--- src/inc/psd_pkg.sv ---
package psd_pkg;

    // ------------------------------------------------------------
    // register indices (byte address is four times the index)
    // ------------------------------------------------------------
    localparam logic [9:0] IDX_MULT = 10'h034;
    localparam logic [9:0] IDX_REFERENCE_DIVISOR = 10'h035;
    localparam logic [9:0] IDX_POST = 10'h036;
    localparam logic [9:0] IDX_FLAGS = 10'h037;
    localparam logic [9:0] IDX_CLKS = 10'h039;
    localparam logic [9:0] IDX_OSC = 10'h2fa;
    localparam logic [9:0] IDX_GUARD = 10'h2fb;

    // ------------------------------------------------------------
    // field positions and masks
    // ------------------------------------------------------------
    localparam int unsigned MULT_DIV_LSB = 0;
    localparam int unsigned MULT_GAIN_LSB = 6;
    localparam int unsigned REF_DIV_LSB = 0;
    localparam int unsigned REF_FILT_LSB = 6;
    localparam int unsigned FLG_CHANGE_BIT = 4;
    localparam int unsigned FLG_SETTLED_BIT = 3;
    localparam int unsigned FLG_QUAL_BIT = 0;
    localparam int unsigned CLKS_BUS_FROM_PLL_SELECT_BIT = 7;
    localparam int unsigned OSC_ENABLE_BIT = 7;
    localparam int unsigned GUARD_BIT = 0;
    localparam logic [7:0] REFERENCE_DIVISOR_MASK = 8'hcf;
    localparam logic [7:0] POST_MASK = 8'h1f;

    // ------------------------------------------------------------
    // reset values
    // ------------------------------------------------------------
    localparam logic [7:0] MULT_RST = 8'h5f;
    localparam logic [7:0] REFERENCE_DIVISOR_RST = 8'h00;
    localparam logic [7:0] POST_RST = 8'h03;
    localparam logic CLKS_BUS_FROM_PLL_SELECT_RST = 1'b1;
    localparam logic OSC_ENABLE_RST = 1'b0;
    localparam logic GUARD_RST = 1'b0;

    // ------------------------------------------------------------
    // frequency derivation and timing
    // ------------------------------------------------------------
    localparam logic [31:0] IRC_KHZ = 32'h0000_03e8;
    localparam logic [1:0] FIXED_FILTER = 2'h0;
    localparam int unsigned UNLOCK_SHIFT = 2;
    localparam int unsigned BUS_SHIFT = 1;
    localparam int unsigned CLK_MHZ = 100;
    localparam int unsigned LOCK_TIME_US = 150;
    localparam int unsigned QUAL_TIME_US = 50;
    localparam int unsigned LOCK_CYCLES = LOCK_TIME_US * CLK_MHZ;
    localparam int unsigned QUAL_CYCLES = QUAL_TIME_US * CLK_MHZ;

    // ------------------------------------------------------------
    // carriers
    // ------------------------------------------------------------
    typedef struct packed {
        logic psel;
        logic penable;
        logic pwrite;
        logic [11:0] paddr;
        logic [31:0] pwdata;
    } psd_apb_req_t;

    typedef struct packed {
        logic [31:0] ref_khz;
        logic [31:0] vco_khz;
        logic [31:0] pll_khz;
        logic [31:0] bus_khz;
    } psd_freq_t;

    function automatic logic psd_hit(input logic [11:0] addr,
                                     input logic [9:0] idx);
        return addr == {idx, 2'b00};
    endfunction

endpackage

--- src/hdl/psd_settle_timer.sv ---
`timescale 1ns/10ps
module psd_settle_timer #(
    parameter int unsigned CYCLES = 16
) (
    // clock and reset
    input wire logic core_clk_in,
    input wire logic reset_in,
    // control
    input wire logic restart_in,
    input wire logic enable_in,
    // status
    output logic done_out
);
    localparam int unsigned CW = $clog2(CYCLES + 1);
    localparam logic [CW-1:0] LAST = CW'(CYCLES - 1);

    typedef struct packed {
        logic [CW-1:0] cnt;
        logic done;
    } psd_timer_state_t;

    psd_timer_state_t st_r;
    psd_timer_state_t st_nxt;

    always_comb begin
        st_nxt = st_r;
        if (restart_in || !enable_in) begin
            st_nxt.cnt = '0;
            st_nxt.done = 1'b0;
        end else if (!st_r.done) begin
            st_nxt.cnt = st_r.cnt + CW'(1);
            st_nxt.done = (st_r.cnt == LAST);
        end
    end

    always_ff @(posedge core_clk_in or posedge reset_in) begin
        if (reset_in) begin
            st_r <= '0;
        end else begin
            st_r <= st_nxt;
        end
    end

    assign done_out = st_r.done;
endmodule

--- src/hdl/psd_freq_calc.sv ---
`timescale 1ns/10ps
module psd_freq_calc (
    // clock and reset
    input wire logic core_clk_in,
    input wire logic reset_in,
    // configuration
    input wire logic [31:0] osc_freq_khz_in,
    input wire logic osc_enable_in,
    input wire logic [3:0] ref_div_in,
    input wire logic [5:0] mult_in,
    input wire logic [4:0] post_div_in,
    input wire logic settled_in,
    input wire logic pll_sel_in,
    // derived frequencies
    output psd_pkg::psd_freq_t freq_out
);
    psd_pkg::psd_freq_t st_r;
    psd_pkg::psd_freq_t st_nxt;

    always_comb begin
        st_nxt = st_r;
        if (osc_enable_in) begin
            st_nxt.ref_khz = osc_freq_khz_in /
                (32'(ref_div_in) + 32'h0000_0001);
        end else begin
            st_nxt.ref_khz = psd_pkg::IRC_KHZ;
        end
        st_nxt.vco_khz = 32'((st_nxt.ref_khz *
            (32'(mult_in) + 32'h0000_0001)) << 1);
        if (settled_in) begin
            st_nxt.pll_khz = st_nxt.vco_khz /
                (32'(post_div_in) + 32'h0000_0001);
        end else begin
            st_nxt.pll_khz = st_nxt.vco_khz >> psd_pkg::UNLOCK_SHIFT;
        end
        if (pll_sel_in) begin
            st_nxt.bus_khz = st_nxt.pll_khz >> psd_pkg::BUS_SHIFT;
        end else begin
            st_nxt.bus_khz = osc_freq_khz_in;
        end
    end

    always_ff @(posedge core_clk_in or posedge reset_in) begin
        if (reset_in) begin
            st_r <= '0;
        end else begin
            st_r <= st_nxt;
        end
    end

    assign freq_out = st_r;
endmodule

--- src/hdl/psd_pll_synth_divider_control.sv ---
// Added by the designer: the APB slave port.
`timescale 1ns/10ps
module psd_pll_synth_divider_control #(
    parameter int unsigned LOCK_CYCLES = psd_pkg::LOCK_CYCLES,
    parameter int unsigned QUAL_CYCLES = psd_pkg::QUAL_CYCLES
) (
    // clock and reset
    input wire logic core_clk_in,
    input wire logic reset_in,
    // apb slave
    input wire psd_pkg::psd_apb_req_t apb_req_in,
    output logic [31:0] apb_prdata_out,
    output logic apb_pready_out,
    output logic apb_pslverr_out,
    // oscillator measurement, same clock domain
    input wire logic [31:0] osc_freq_khz_in,
    // synthesizer settings
    output logic [5:0] feedback_multiplier_out,
    output logic [1:0] vco_gain_range_out,
    output logic [3:0] reference_divisor_out,
    output logic [1:0] loop_filter_range_out,
    output logic [4:0] output_divisor_out,
    output logic external_osc_enable_out,
    output logic bus_from_pll_select_out,
    // status
    output logic pll_settled_out,
    output logic oscillator_qualified_out,
    output logic settle_change_flag_out,
    // derived frequencies in kHz
    output psd_pkg::psd_freq_t freq_out
);

    // ------------------------------------------------------------
    // state
    // ------------------------------------------------------------
    typedef struct packed {
        logic [7:0] mult;
        logic [7:0] reference_divisor;
        logic [7:0] post;
        logic pll_sel;
        logic osc_en;
        logic guard;
        logic chg_flag;
        logic settled_prev;
        logic [31:0] prdata;
    } psd_ctrl_state_t;

    psd_ctrl_state_t st_r;
    psd_ctrl_state_t st_nxt;

    logic settled;
    logic qualified;

    // ------------------------------------------------------------
    // bus decode
    // ------------------------------------------------------------
    logic setup_phase;
    logic access_phase;
    logic wr_access;
    logic mapped;
    logic hit_mult;
    logic hit_reference_divisor;
    logic hit_post;
    logic hit_flags;
    logic hit_clks;
    logic hit_osc;
    logic hit_guard;
    logic guard_ok;
    logic mult_wr;
    logic reference_divisor_wr;
    logic post_wr;
    logic clks_wr;
    logic osc_wr;
    logic guard_wr;
    logic flags_wr;
    logic osc_toggle;
    logic lock_restart;
    logic qual_restart;
    logic [7:0] rd_byte;
    logic [7:0] wdata;

    assign setup_phase = apb_req_in.psel && !apb_req_in.penable;
    assign access_phase = apb_req_in.psel && apb_req_in.penable;
    assign wr_access = access_phase && apb_req_in.pwrite;
    assign wdata = apb_req_in.pwdata[7:0];

    always_comb begin
        hit_mult = 1'b0;
        hit_reference_divisor = 1'b0;
        hit_post = 1'b0;
        hit_flags = 1'b0;
        hit_clks = 1'b0;
        hit_osc = 1'b0;
        hit_guard = 1'b0;
        if (psd_pkg::psd_hit(apb_req_in.paddr, psd_pkg::IDX_MULT)) begin
            hit_mult = 1'b1;
        end else if (psd_pkg::psd_hit(apb_req_in.paddr,
                                      psd_pkg::IDX_REFERENCE_DIVISOR)) begin
            hit_reference_divisor = 1'b1;
        end else if (psd_pkg::psd_hit(apb_req_in.paddr,
                                      psd_pkg::IDX_POST)) begin
            hit_post = 1'b1;
        end else if (psd_pkg::psd_hit(apb_req_in.paddr,
                                      psd_pkg::IDX_FLAGS)) begin
            hit_flags = 1'b1;
        end else if (psd_pkg::psd_hit(apb_req_in.paddr,
                                      psd_pkg::IDX_CLKS)) begin
            hit_clks = 1'b1;
        end else if (psd_pkg::psd_hit(apb_req_in.paddr,
                                      psd_pkg::IDX_OSC)) begin
            hit_osc = 1'b1;
        end else if (psd_pkg::psd_hit(apb_req_in.paddr,
                                      psd_pkg::IDX_GUARD)) begin
            hit_guard = 1'b1;
        end
    end

    assign mapped = hit_mult || hit_reference_divisor || hit_post || hit_flags ||
                    hit_clks || hit_osc || hit_guard;

    // ------------------------------------------------------------
    // write qualification
    // ------------------------------------------------------------
    // refused writes complete normally without an error response, so
    // software cannot tell from the bus that a write was dropped
    assign guard_ok = !st_r.guard && st_r.pll_sel;
    assign mult_wr = wr_access && hit_mult && guard_ok;
    assign reference_divisor_wr = wr_access && hit_reference_divisor && guard_ok;
    assign post_wr = wr_access && hit_post && st_r.pll_sel;
    assign clks_wr = wr_access && hit_clks && !st_r.guard;
    assign osc_wr = wr_access && hit_osc && !st_r.guard;
    assign guard_wr = wr_access && hit_guard;
    assign flags_wr = wr_access && hit_flags;

    assign osc_toggle = osc_wr &&
                        (wdata[psd_pkg::OSC_ENABLE_BIT] != st_r.osc_en);

    // a new reference also means the loop must settle again
    assign lock_restart = mult_wr || reference_divisor_wr || osc_toggle;
    assign qual_restart = mult_wr || reference_divisor_wr;

    // ------------------------------------------------------------
    // read mux
    // ------------------------------------------------------------
    always_comb begin
        rd_byte = 8'h00;
        if (hit_mult) begin
            rd_byte = st_r.mult;
        end else if (hit_reference_divisor) begin
            rd_byte = st_r.reference_divisor & psd_pkg::REFERENCE_DIVISOR_MASK;
        end else if (hit_post) begin
            rd_byte = st_r.post & psd_pkg::POST_MASK;
        end else if (hit_flags) begin
            rd_byte[psd_pkg::FLG_CHANGE_BIT] = st_r.chg_flag;
            rd_byte[psd_pkg::FLG_SETTLED_BIT] = settled;
            rd_byte[psd_pkg::FLG_QUAL_BIT] = qualified;
        end else if (hit_clks) begin
            rd_byte[psd_pkg::CLKS_BUS_FROM_PLL_SELECT_BIT] = st_r.pll_sel;
        end else if (hit_osc) begin
            rd_byte[psd_pkg::OSC_ENABLE_BIT] = st_r.osc_en;
        end else if (hit_guard) begin
            rd_byte[psd_pkg::GUARD_BIT] = st_r.guard;
        end
    end

    // ------------------------------------------------------------
    // next state
    // ------------------------------------------------------------
    always_comb begin
        st_nxt = st_r;
        // read data is captured in the setup cycle, so a status bit
        // that moves during the access phase shows on the next read
        if (setup_phase) begin
            st_nxt.prdata = {24'h00_0000, rd_byte};
        end
        if (mult_wr) begin
            // reserved gain codes are kept as written
            st_nxt.mult = wdata;
        end
        if (reference_divisor_wr) begin
            st_nxt.reference_divisor = wdata & psd_pkg::REFERENCE_DIVISOR_MASK;
        end
        if (post_wr) begin
            st_nxt.post = wdata & psd_pkg::POST_MASK;
        end
        if (clks_wr) begin
            st_nxt.pll_sel = wdata[psd_pkg::CLKS_BUS_FROM_PLL_SELECT_BIT];
        end
        if (osc_wr) begin
            st_nxt.osc_en = wdata[psd_pkg::OSC_ENABLE_BIT];
        end
        if (guard_wr) begin
            st_nxt.guard = wdata[psd_pkg::GUARD_BIT];
        end
        // a change of settled wins over a same-cycle clear
        st_nxt.settled_prev = settled;
        if (settled != st_r.settled_prev) begin
            st_nxt.chg_flag = 1'b1;
        end else if (flags_wr && wdata[psd_pkg::FLG_CHANGE_BIT]) begin
            st_nxt.chg_flag = 1'b0;
        end
    end

    always_ff @(posedge core_clk_in or posedge reset_in) begin
        if (reset_in) begin
            st_r.mult <= psd_pkg::MULT_RST;
            st_r.reference_divisor <= psd_pkg::REFERENCE_DIVISOR_RST;
            st_r.post <= psd_pkg::POST_RST;
            st_r.pll_sel <= psd_pkg::CLKS_BUS_FROM_PLL_SELECT_RST;
            st_r.osc_en <= psd_pkg::OSC_ENABLE_RST;
            st_r.guard <= psd_pkg::GUARD_RST;
            st_r.chg_flag <= 1'b0;
            st_r.settled_prev <= 1'b0;
            st_r.prdata <= 32'h0000_0000;
        end else begin
            st_r <= st_nxt;
        end
    end

    // ------------------------------------------------------------
    // lock detector and oscillator qualifier
    // ------------------------------------------------------------
    // the loop is modelled as settling a fixed time after each
    // change of target; the divide-by-4 stays until then
    psd_settle_timer #(
        .CYCLES(LOCK_CYCLES)
    ) u_lock_timer (
        .core_clk_in(core_clk_in),
        .reset_in(reset_in),
        .restart_in(lock_restart),
        .enable_in(1'b1),
        .done_out(settled)
    );

    // qualification rides on the vco, so losing lock loses it too
    psd_settle_timer #(
        .CYCLES(QUAL_CYCLES)
    ) u_qual_timer (
        .core_clk_in(core_clk_in),
        .reset_in(reset_in),
        .restart_in(qual_restart),
        .enable_in(st_r.osc_en && settled),
        .done_out(qualified)
    );

    // ------------------------------------------------------------
    // frequency derivation
    // ------------------------------------------------------------
    psd_freq_calc u_freq (
        .core_clk_in(core_clk_in),
        .reset_in(reset_in),
        .osc_freq_khz_in(osc_freq_khz_in),
        .osc_enable_in(st_r.osc_en),
        .ref_div_in(st_r.reference_divisor[psd_pkg::REF_DIV_LSB +: 4]),
        .mult_in(st_r.mult[psd_pkg::MULT_DIV_LSB +: 6]),
        .post_div_in(st_r.post[4:0]),
        .settled_in(settled),
        .pll_sel_in(st_r.pll_sel),
        .freq_out(freq_out)
    );

    // ------------------------------------------------------------
    // outputs
    // ------------------------------------------------------------
    assign apb_prdata_out = st_r.prdata;
    // zero wait states: every access completes in its first cycle
    assign apb_pready_out = 1'b1;
    assign apb_pslverr_out = access_phase && !mapped;

    assign feedback_multiplier_out = st_r.mult[psd_pkg::MULT_DIV_LSB +: 6];
    assign vco_gain_range_out = st_r.mult[psd_pkg::MULT_GAIN_LSB +: 2];
    assign reference_divisor_out = st_r.reference_divisor[psd_pkg::REF_DIV_LSB +: 4];
    // the stored filter code is ignored on the internal reference
    assign loop_filter_range_out = st_r.osc_en ?
        st_r.reference_divisor[psd_pkg::REF_FILT_LSB +: 2] :
        psd_pkg::FIXED_FILTER;
    assign output_divisor_out = st_r.post[4:0];
    assign external_osc_enable_out = st_r.osc_en;
    assign bus_from_pll_select_out = st_r.pll_sel;

    assign pll_settled_out = settled;
    assign oscillator_qualified_out = qualified;
    assign settle_change_flag_out = st_r.chg_flag;

endmodule

--- config.mk ---
export PLATFORM = sky130hd
export DESIGN_NAME = psd_pll_synth_divider_control
export DESIGN_NICKNAME = d
export VERILOG_FILES = /design/src/inc/psd_pkg.sv /design/src/hdl/psd_settle_timer.sv /design/src/hdl/psd_freq_calc.sv /design/src/hdl/psd_pll_synth_divider_control.sv
export SDC_FILE = /design/constraint.sdc
export NUM_CORES = 1
export LEC_CHECK = 0
export ABC_AREA = 1
export BUFFER_PORTS_ARGS = -buffer_cell sky130_fd_sc_hd__buf_2
export CORE_MARGIN = 2
export CORE_UTILIZATION = 28
export DETAILED_ROUTE_END_ITERATION = 12
export GPL_TIMING_DRIVEN = 0
export PLACE_DENSITY = 0.49
export SLEW_MARGIN = 20
export SYNTH_ARGS = -nofsm -noshare
export SYNTH_HDL_FRONTEND = slang
export SYNTH_HIERARCHICAL = 1
export SYNTH_SLANG_ARGS = --single-unit
--- constraint.sdc ---
create_clock -name core_clk_in -period 178.8 [get_ports core_clk_in]
set_input_delay 8.94 -clock core_clk_in [delete_from_list [all_inputs] [get_ports core_clk_in]]
set_output_delay 8.94 -clock core_clk_in [all_outputs]
set_load 0.1 [all_outputs]
==> results.sh, run 1 <==
export IMPL_critPathCaptureType="register"
export IMPL_outcome="finished, final reports clean"
export IMPL_crit_path_frequent_cell="nand2_1"
export IMPL_gp_congestion=0.940
export IMPL_grt_pass1_vias=64300
export IMPL_wl_mm=242
export IMPL_ys_ff_latch=188
export IMPL_yosysTopAreaCell="nand2_1"
export IMPL_drive_above_1_share=0.169
export IMPL_slowest_stage="nor2_1"
export IMPL_grt_pass1_wl_mm=371
export IMPL_core_um2=222000
export IMPL_rsz0062_at_grt="no"
export IMPL_tns_ps=0
export IMPL_io_buffers=215
export IMPL_slew_headroom=0.202
export IMPL_wl_met1_mm=108
export IMPL_holdCritStartpoint="st_r[32]"
export IMPL_grt_max_degree=89
export IMPL_row_count=173
export IMPL_reg2reg_to="u_freq/freq_out[32]"
export IMPL_min_path_cells=2
export IMPL_fmax_mhz=6.65
export IMPL_ios=267
export IMPL_ctsHoldBuffers=0
export IMPL_synth_edf_count=0
export IMPL_syn_avg_cell_area_um2=5.92
export IMPL_cp_max_fo=10
export IMPL_yosys_warnings=6
export IMPL_start_util=0.281
export IMPL_dp_cells=13800
export IMPL_viasPerCell=4.83
export IMPL_cts_made_buffers=17
export IMPL_async_reset_ff_frac=1.00
export IMPL_die_height_um=476
export IMPL_dp_hpwl_mm=210
export IMPL_cp_data_arrival_time_ps=150830
export IMPL_area_delta_synth_final_pct=9.36
export IMPL_wl_met3_mm=7.42
export IMPL_antenna_found_initial=19
export IMPL_first_pass_iters=8
export IMPL_fin_crit_ps=150430
export IMPL_post_cts_buffers=0
export IMPL_yosysSeqAreaShare=0.0755
export IMPL_drv_cap=0
export IMPL_worstSetupPathType="in2reg"
export IMPL_rr_worst_depth=806
export IMPL_cp_required_ps=179200
export IMPL_die_area_um2=227000
export IMPL_synth_top_cell_area_share=0.167
export IMPL_drc=0
export IMPL_clock_sinks=188
export IMPL_r2r_start="reference_divisor_out[0]"
export IMPL_fin_nets=11400
export IMPL_clk_latency_ps=560
export IMPL_drt_iter0_markers=4253
export IMPL_worstMarginPinSlew_ps=1190
export IMPL_r2r_slack_ps=35540
export IMPL_overflow=0
export IMPL_synth_cell_type_count=89
export IMPL_hp_class="reg2reg"
export IMPL_hold_viol=0
export IMPL_syn_inst=10500
export IMPL_h_tree_depth=4
export IMPL_slew_violations=0
export IMPL_skew_ps=27.9
export IMPL_top_layer="met5"
export IMPL_dieWidth_um=476
export IMPL_cts_tree="yes"
export IMPL_post_cts_resize_count=0
export IMPL_ant_nets=0
export IMPL_finalSetupViolations=0
export IMPL_start_kind="input pin"
export IMPL_dr_wl_met2_mm=115
export IMPL_clockRootBuffer="clkbuf_16"
export IMPL_synth_ff_type="dfrtp_1"
export IMPL_final_cells=13800
export IMPL_grt_usage=0.207
export IMPL_synth_area_top_cells="nand2_1 (17%), inv_1 (9.6%), ha_1 (7.5%), dfrtp_1 (7.2%), nand3_1 (6.6%)"
export IMPL_cts_max_path_buffers=2
export IMPL_dr_total_vias=66700
export IMPL_final_cell_mix="nand2_1 (2,772), inv_1 (1,598), nor2_1 (1,042)"
export IMPL_synthesis_area_um2=62400
export IMPL_wl_per_cell_um=17.5
export IMPL_period_share=0.841
export IMPL_max_stage_delay_ps=670
export IMPL_whs_endpoint="settle_change_flag_out"
export IMPL_final_common_cell="nand2_1"
export IMPL_cts_clk_slew_worst_paths_ps=80
Yosys cell counts (62+ instances only):
cell type	number
nor2_1	1042
xor2_1	254
nand2_2	337
nand3_1	822
nand3b_1	88
nor2_4	108
inv_2	120
nor3_1	104
nor2_2	203
a21oi_1	314
ha_1	372
o21ai_0	395
fa_1	127
clkbuf_1	62
nand4_1	355
o21ai_2	63
inv_1	1605
dfrtp_1	179
nand3_2	283
xnor2_1	122
o21ai_1	119
nand2_4	94
nand2_1	2773
stage by stage:
step | util | instance area (um2) | worst slack, ps | hold slack, ps
after global routing | 0.308 | 68300 | 14550 | 528
after global placement | 0.303 | 67300 | 29530 | 461
after CTS | 0.308 | 68300 | 28850 | 498
after floorplan | - | 62500 | 56580 | 450
after detailed placement | 0.305 | 67600 | 28710 | 479
final | 0.308 | 68300 | 28370 | 492
per-layer routing:
metal / up-vias / global-route usage
met2: 1235 / 0.362
met1: 30900 / 0.262
met3: 272 / 0.0138
met4: 10 / 0.0812
met5: - / 0
li1: 34200 / -
logic make-up (layout without fill, tap and decap cells):
logic type | count (synthesis) | after routing | synth area share
AND/OR/NAND/NOR | 6355 | 6355 | 0.512
XOR/XNOR | 381 | 381 | 0.0540
flip-flops | 188 | 188 | 0.0755
other | 3 | 33 | 0.000180
adder cells (fa/ha/maj) | 499 | 499 | 0.115
buffers and inverters | 2031 | 2290 | 0.142
AO/OA/AOI/OAI | 1092 | 1092 | 0.102
area by class of cell:
class / count / area, um2
inverters: 1802 / 6860
clock buffers: 18 / 439
well taps: 2975 / 3720
clock inverters: 14 / 194
flip-flops and latches: 188 / 4720
fillers: 25000 / 154000
plain buffers: 229 / 1990
multi-input cells: 8354 / 49000
diodes: 6 / 15.0
repair buffers: 227 / 1320
registers in the layout, summed over array words and instances, names as in the netlist, 4 cells and up:
register,count
reference_divisor_out,4
u_qual_timer/st_r,13
apb_prdata_out,8
u_lock_timer/st_r,14
st_r,4
u_freq/freq_out,127
feedback_multiplier_out,6
output_divisor_out,5
worst max-delay path: cells and delay by family:
| kind | cells | cell delay, ps |
|---|---|---|
| compound gates | 205 | 43400 |
| fa+ha+maj | 68 | 23090 |
| buf+inv | 168 | 24080 |
| simple gates | 361 | 49920 |
worst max path at each step:
stage,endpoint,slack [ps],start,cells after the start
global placement,u_freq/freq_out[32],29530,osc_freq_khz_in[31],1065
floorplan,u_freq/freq_out[32],56580,osc_freq_khz_in[31],1068
detailed placement,u_freq/freq_out[32],28710,osc_freq_khz_in[31],818
finish,u_freq/freq_out[32],28370,osc_freq_khz_in[31],802
global route,u_freq/freq_out[32],14550,osc_freq_khz_in[31],799
CTS,u_freq/freq_out[32],28850,osc_freq_khz_in[31],802
Power of run 1 is not shown: default switching activity piles up to over one toggle a cycle in this logic, so the estimate is an artifact.
==> run 2: changes to the inputs <==
Clock period 178.8 ns to 155.5 ns, I/O delays scaled along.
==> run 2 against run 1 <==
  * Die area is the same
  * Core utilization up 0.10 points
  * Sequential share of layout area about the same
  * Final cell count about the same
  * Worst hold slack about the same
  * Routed wire length up 0.18%
  * Critical endpoint unchanged
  * Largest cell class unchanged
  * Highest routed layer unchanged
==> results.sh, run 2 (synthesis results as in run 1) <==
export IMPL_drt_iter0_markers=4027
export IMPL_ctsHoldBuffers=0
export IMPL_antenna_found_initial=19
export IMPL_rr_worst_depth=817
export IMPL_final_seq_area_um2=4720
export IMPL_cts_clk_slew_worst_paths_ps=80
export IMPL_worstMarginPinSlew_ps=1130
export IMPL_cp_max_fo=10
export IMPL_slew_violations=0
export IMPL_drc=0
export IMPL_h_tree_depth=4
export IMPL_ios=267
export IMPL_fin_nets=11400
export IMPL_core_um2=222000
export IMPL_overflow=0
export IMPL_skew_ps=26.1
export IMPL_grt_pass1_vias=64300
export IMPL_grt_usage=0.207
export IMPL_pre_cts_slack_ps=6580
export IMPL_cts_tree="yes"
export IMPL_gp_congestion=0.940
export IMPL_grt_pass1_wl_mm=371
export IMPL_die_height_um=476
export IMPL_drv_cap=0
export IMPL_row_count=173
export IMPL_wl_mm=242
export IMPL_dr_total_vias=66800
export IMPL_ant_nets=0
export IMPL_slew_headroom=0.242
export IMPL_first_pass_iters=9
export IMPL_holdWs_ps=492
export IMPL_grt_max_degree=89
export IMPL_final_common_cell="nand2_1"
export IMPL_hold_viol=0
export IMPL_critPathCaptureType="register"
export IMPL_fin_crit_ps=142370
export IMPL_period_share=0.916
export IMPL_drive_above_1_share=0.173
export IMPL_die_area_um2=227000
export IMPL_outcome="finished, final reports clean"
export IMPL_final_cell_mix="nand2_1 (2,771), inv_1 (1,594), nor2_1 (1,038)"
export IMPL_tns_ps=0
export IMPL_start_util=0.281
export IMPL_final_cell_area_um2=68500
export IMPL_cts_max_path_buffers=2
export IMPL_wl_per_cell_um=17.5
export IMPL_worstSetupPathType="in2reg"
export IMPL_cts_made_buffers=17
export IMPL_cp_data_arrival_time_ps=142770
export IMPL_clock_sinks=188
export IMPL_largest_reg_flops=127
export IMPL_dp_hpwl_mm=210
export IMPL_place_area_um2=67600
export IMPL_crit_path_frequent_cell="nand2_1"
export IMPL_clk_latency_ps=560
export IMPL_fmax_mhz=7.02
export IMPL_finalSetupViolations=0
export IMPL_fill_cells=25000
export IMPL_max_stage_delay_ps=560
export IMPL_io_buffers=215
export IMPL_slowest_stage="fa_1"
export IMPL_clockRootBuffer="clkbuf_16"
export IMPL_hp_class="reg2reg"
export IMPL_min_path_cells=2
export IMPL_dieWidth_um=476
export IMPL_area_delta_synth_final_pct=9.74
export IMPL_start_kind="input pin"
export IMPL_multi_input_area_um2=49200
export IMPL_viasPerCell=4.83
export IMPL_cp_required_ps=155900
export IMPL_layout_setup_ws_ps=13130
## run 2: cell count changes in the layout (fill, tap and decap cells not counted), moves of 3 or more
| cell | delta |
|---|---|
| a21oi_1 | -14 |
| a21oi_2 | +10 |
| a21oi_4 | +4 |
| buf_4 | +8 |
| clkbuf_1 | -3 |
| inv_1 | -4 |
| nor2_1 | -4 |
| nor2_4 | +3 |
| o21ai_0 | -12 |
| o21ai_1 | +10 |
## run 2: routing by layer
metal | part of all wire | GRT usage | vias up | wire length [um]
met4 | 0.043 | 0.0812 | 10 | 10300
met3 | 0.032 | 0.0138 | 278 | 7740
met2 | 0.48 | 0.362 | 1264 | 116000
met5 | 0.00026 | 0 | - | 63
li1 | - | - | 34200 | -
met1 | 0.45 | 0.262 | 31000 | 108000
## run 2: stage by stage
step           cells  utilization
5_1_grt        13800        0.309
3_3_place_gp   13800        0.303
6_report       13800        0.309
3_5_place_dp   13800        0.305
4_1_cts        13800        0.308
2_1_floorplan  10600            -
## run 2: worst max-delay path, delay by kind of cell
kind | cells | cell delay (ps)
AO/OA/AOI/OAI | 203 | 38020
adder cells (fa/ha/maj) | 68 | 22880
buffers and inverters | 163 | 22640
AND/OR/NAND/NOR | 364 | 47630
## run 2: cell type report
cell class	instances	area share
well taps	2975	0.0543
clock buffers	18	0.00641
inverters	1802	0.100
flip-flops and latches	188	0.0689
multi-input cells	8354	0.718
clock inverters	14	0.00283
repair buffers	235	0.0201
plain buffers	229	0.0292
diodes	4	0.000146
## run 2: worst paths after layout
check	startpoint	to	slack (ps)
min in group asynchronous	reset_in	u_freq/freq_out[22]	7260
setup / recovery	osc_freq_khz_in[31]	u_freq/freq_out[32]	13130
setup reg to reg	reference_divisor_out[0]	u_freq/freq_out[32]	19140
hold / removal	st_r[32]	settle_change_flag_out	490
max in group asynchronous	reset_in	u_freq/freq_out[36]	147360
hold reg to reg	st_r[32]	settle_change_flag_out	490
## run 2: timing repair
action | in CTS | in global routing
resized for setup | 0 | 62
setup buffers | 0 | 8
endpoints found under the setup margin | 0 | 7
endpoints found under the hold margin | 0 | 0
Power of run 2 is left out for the same reason.
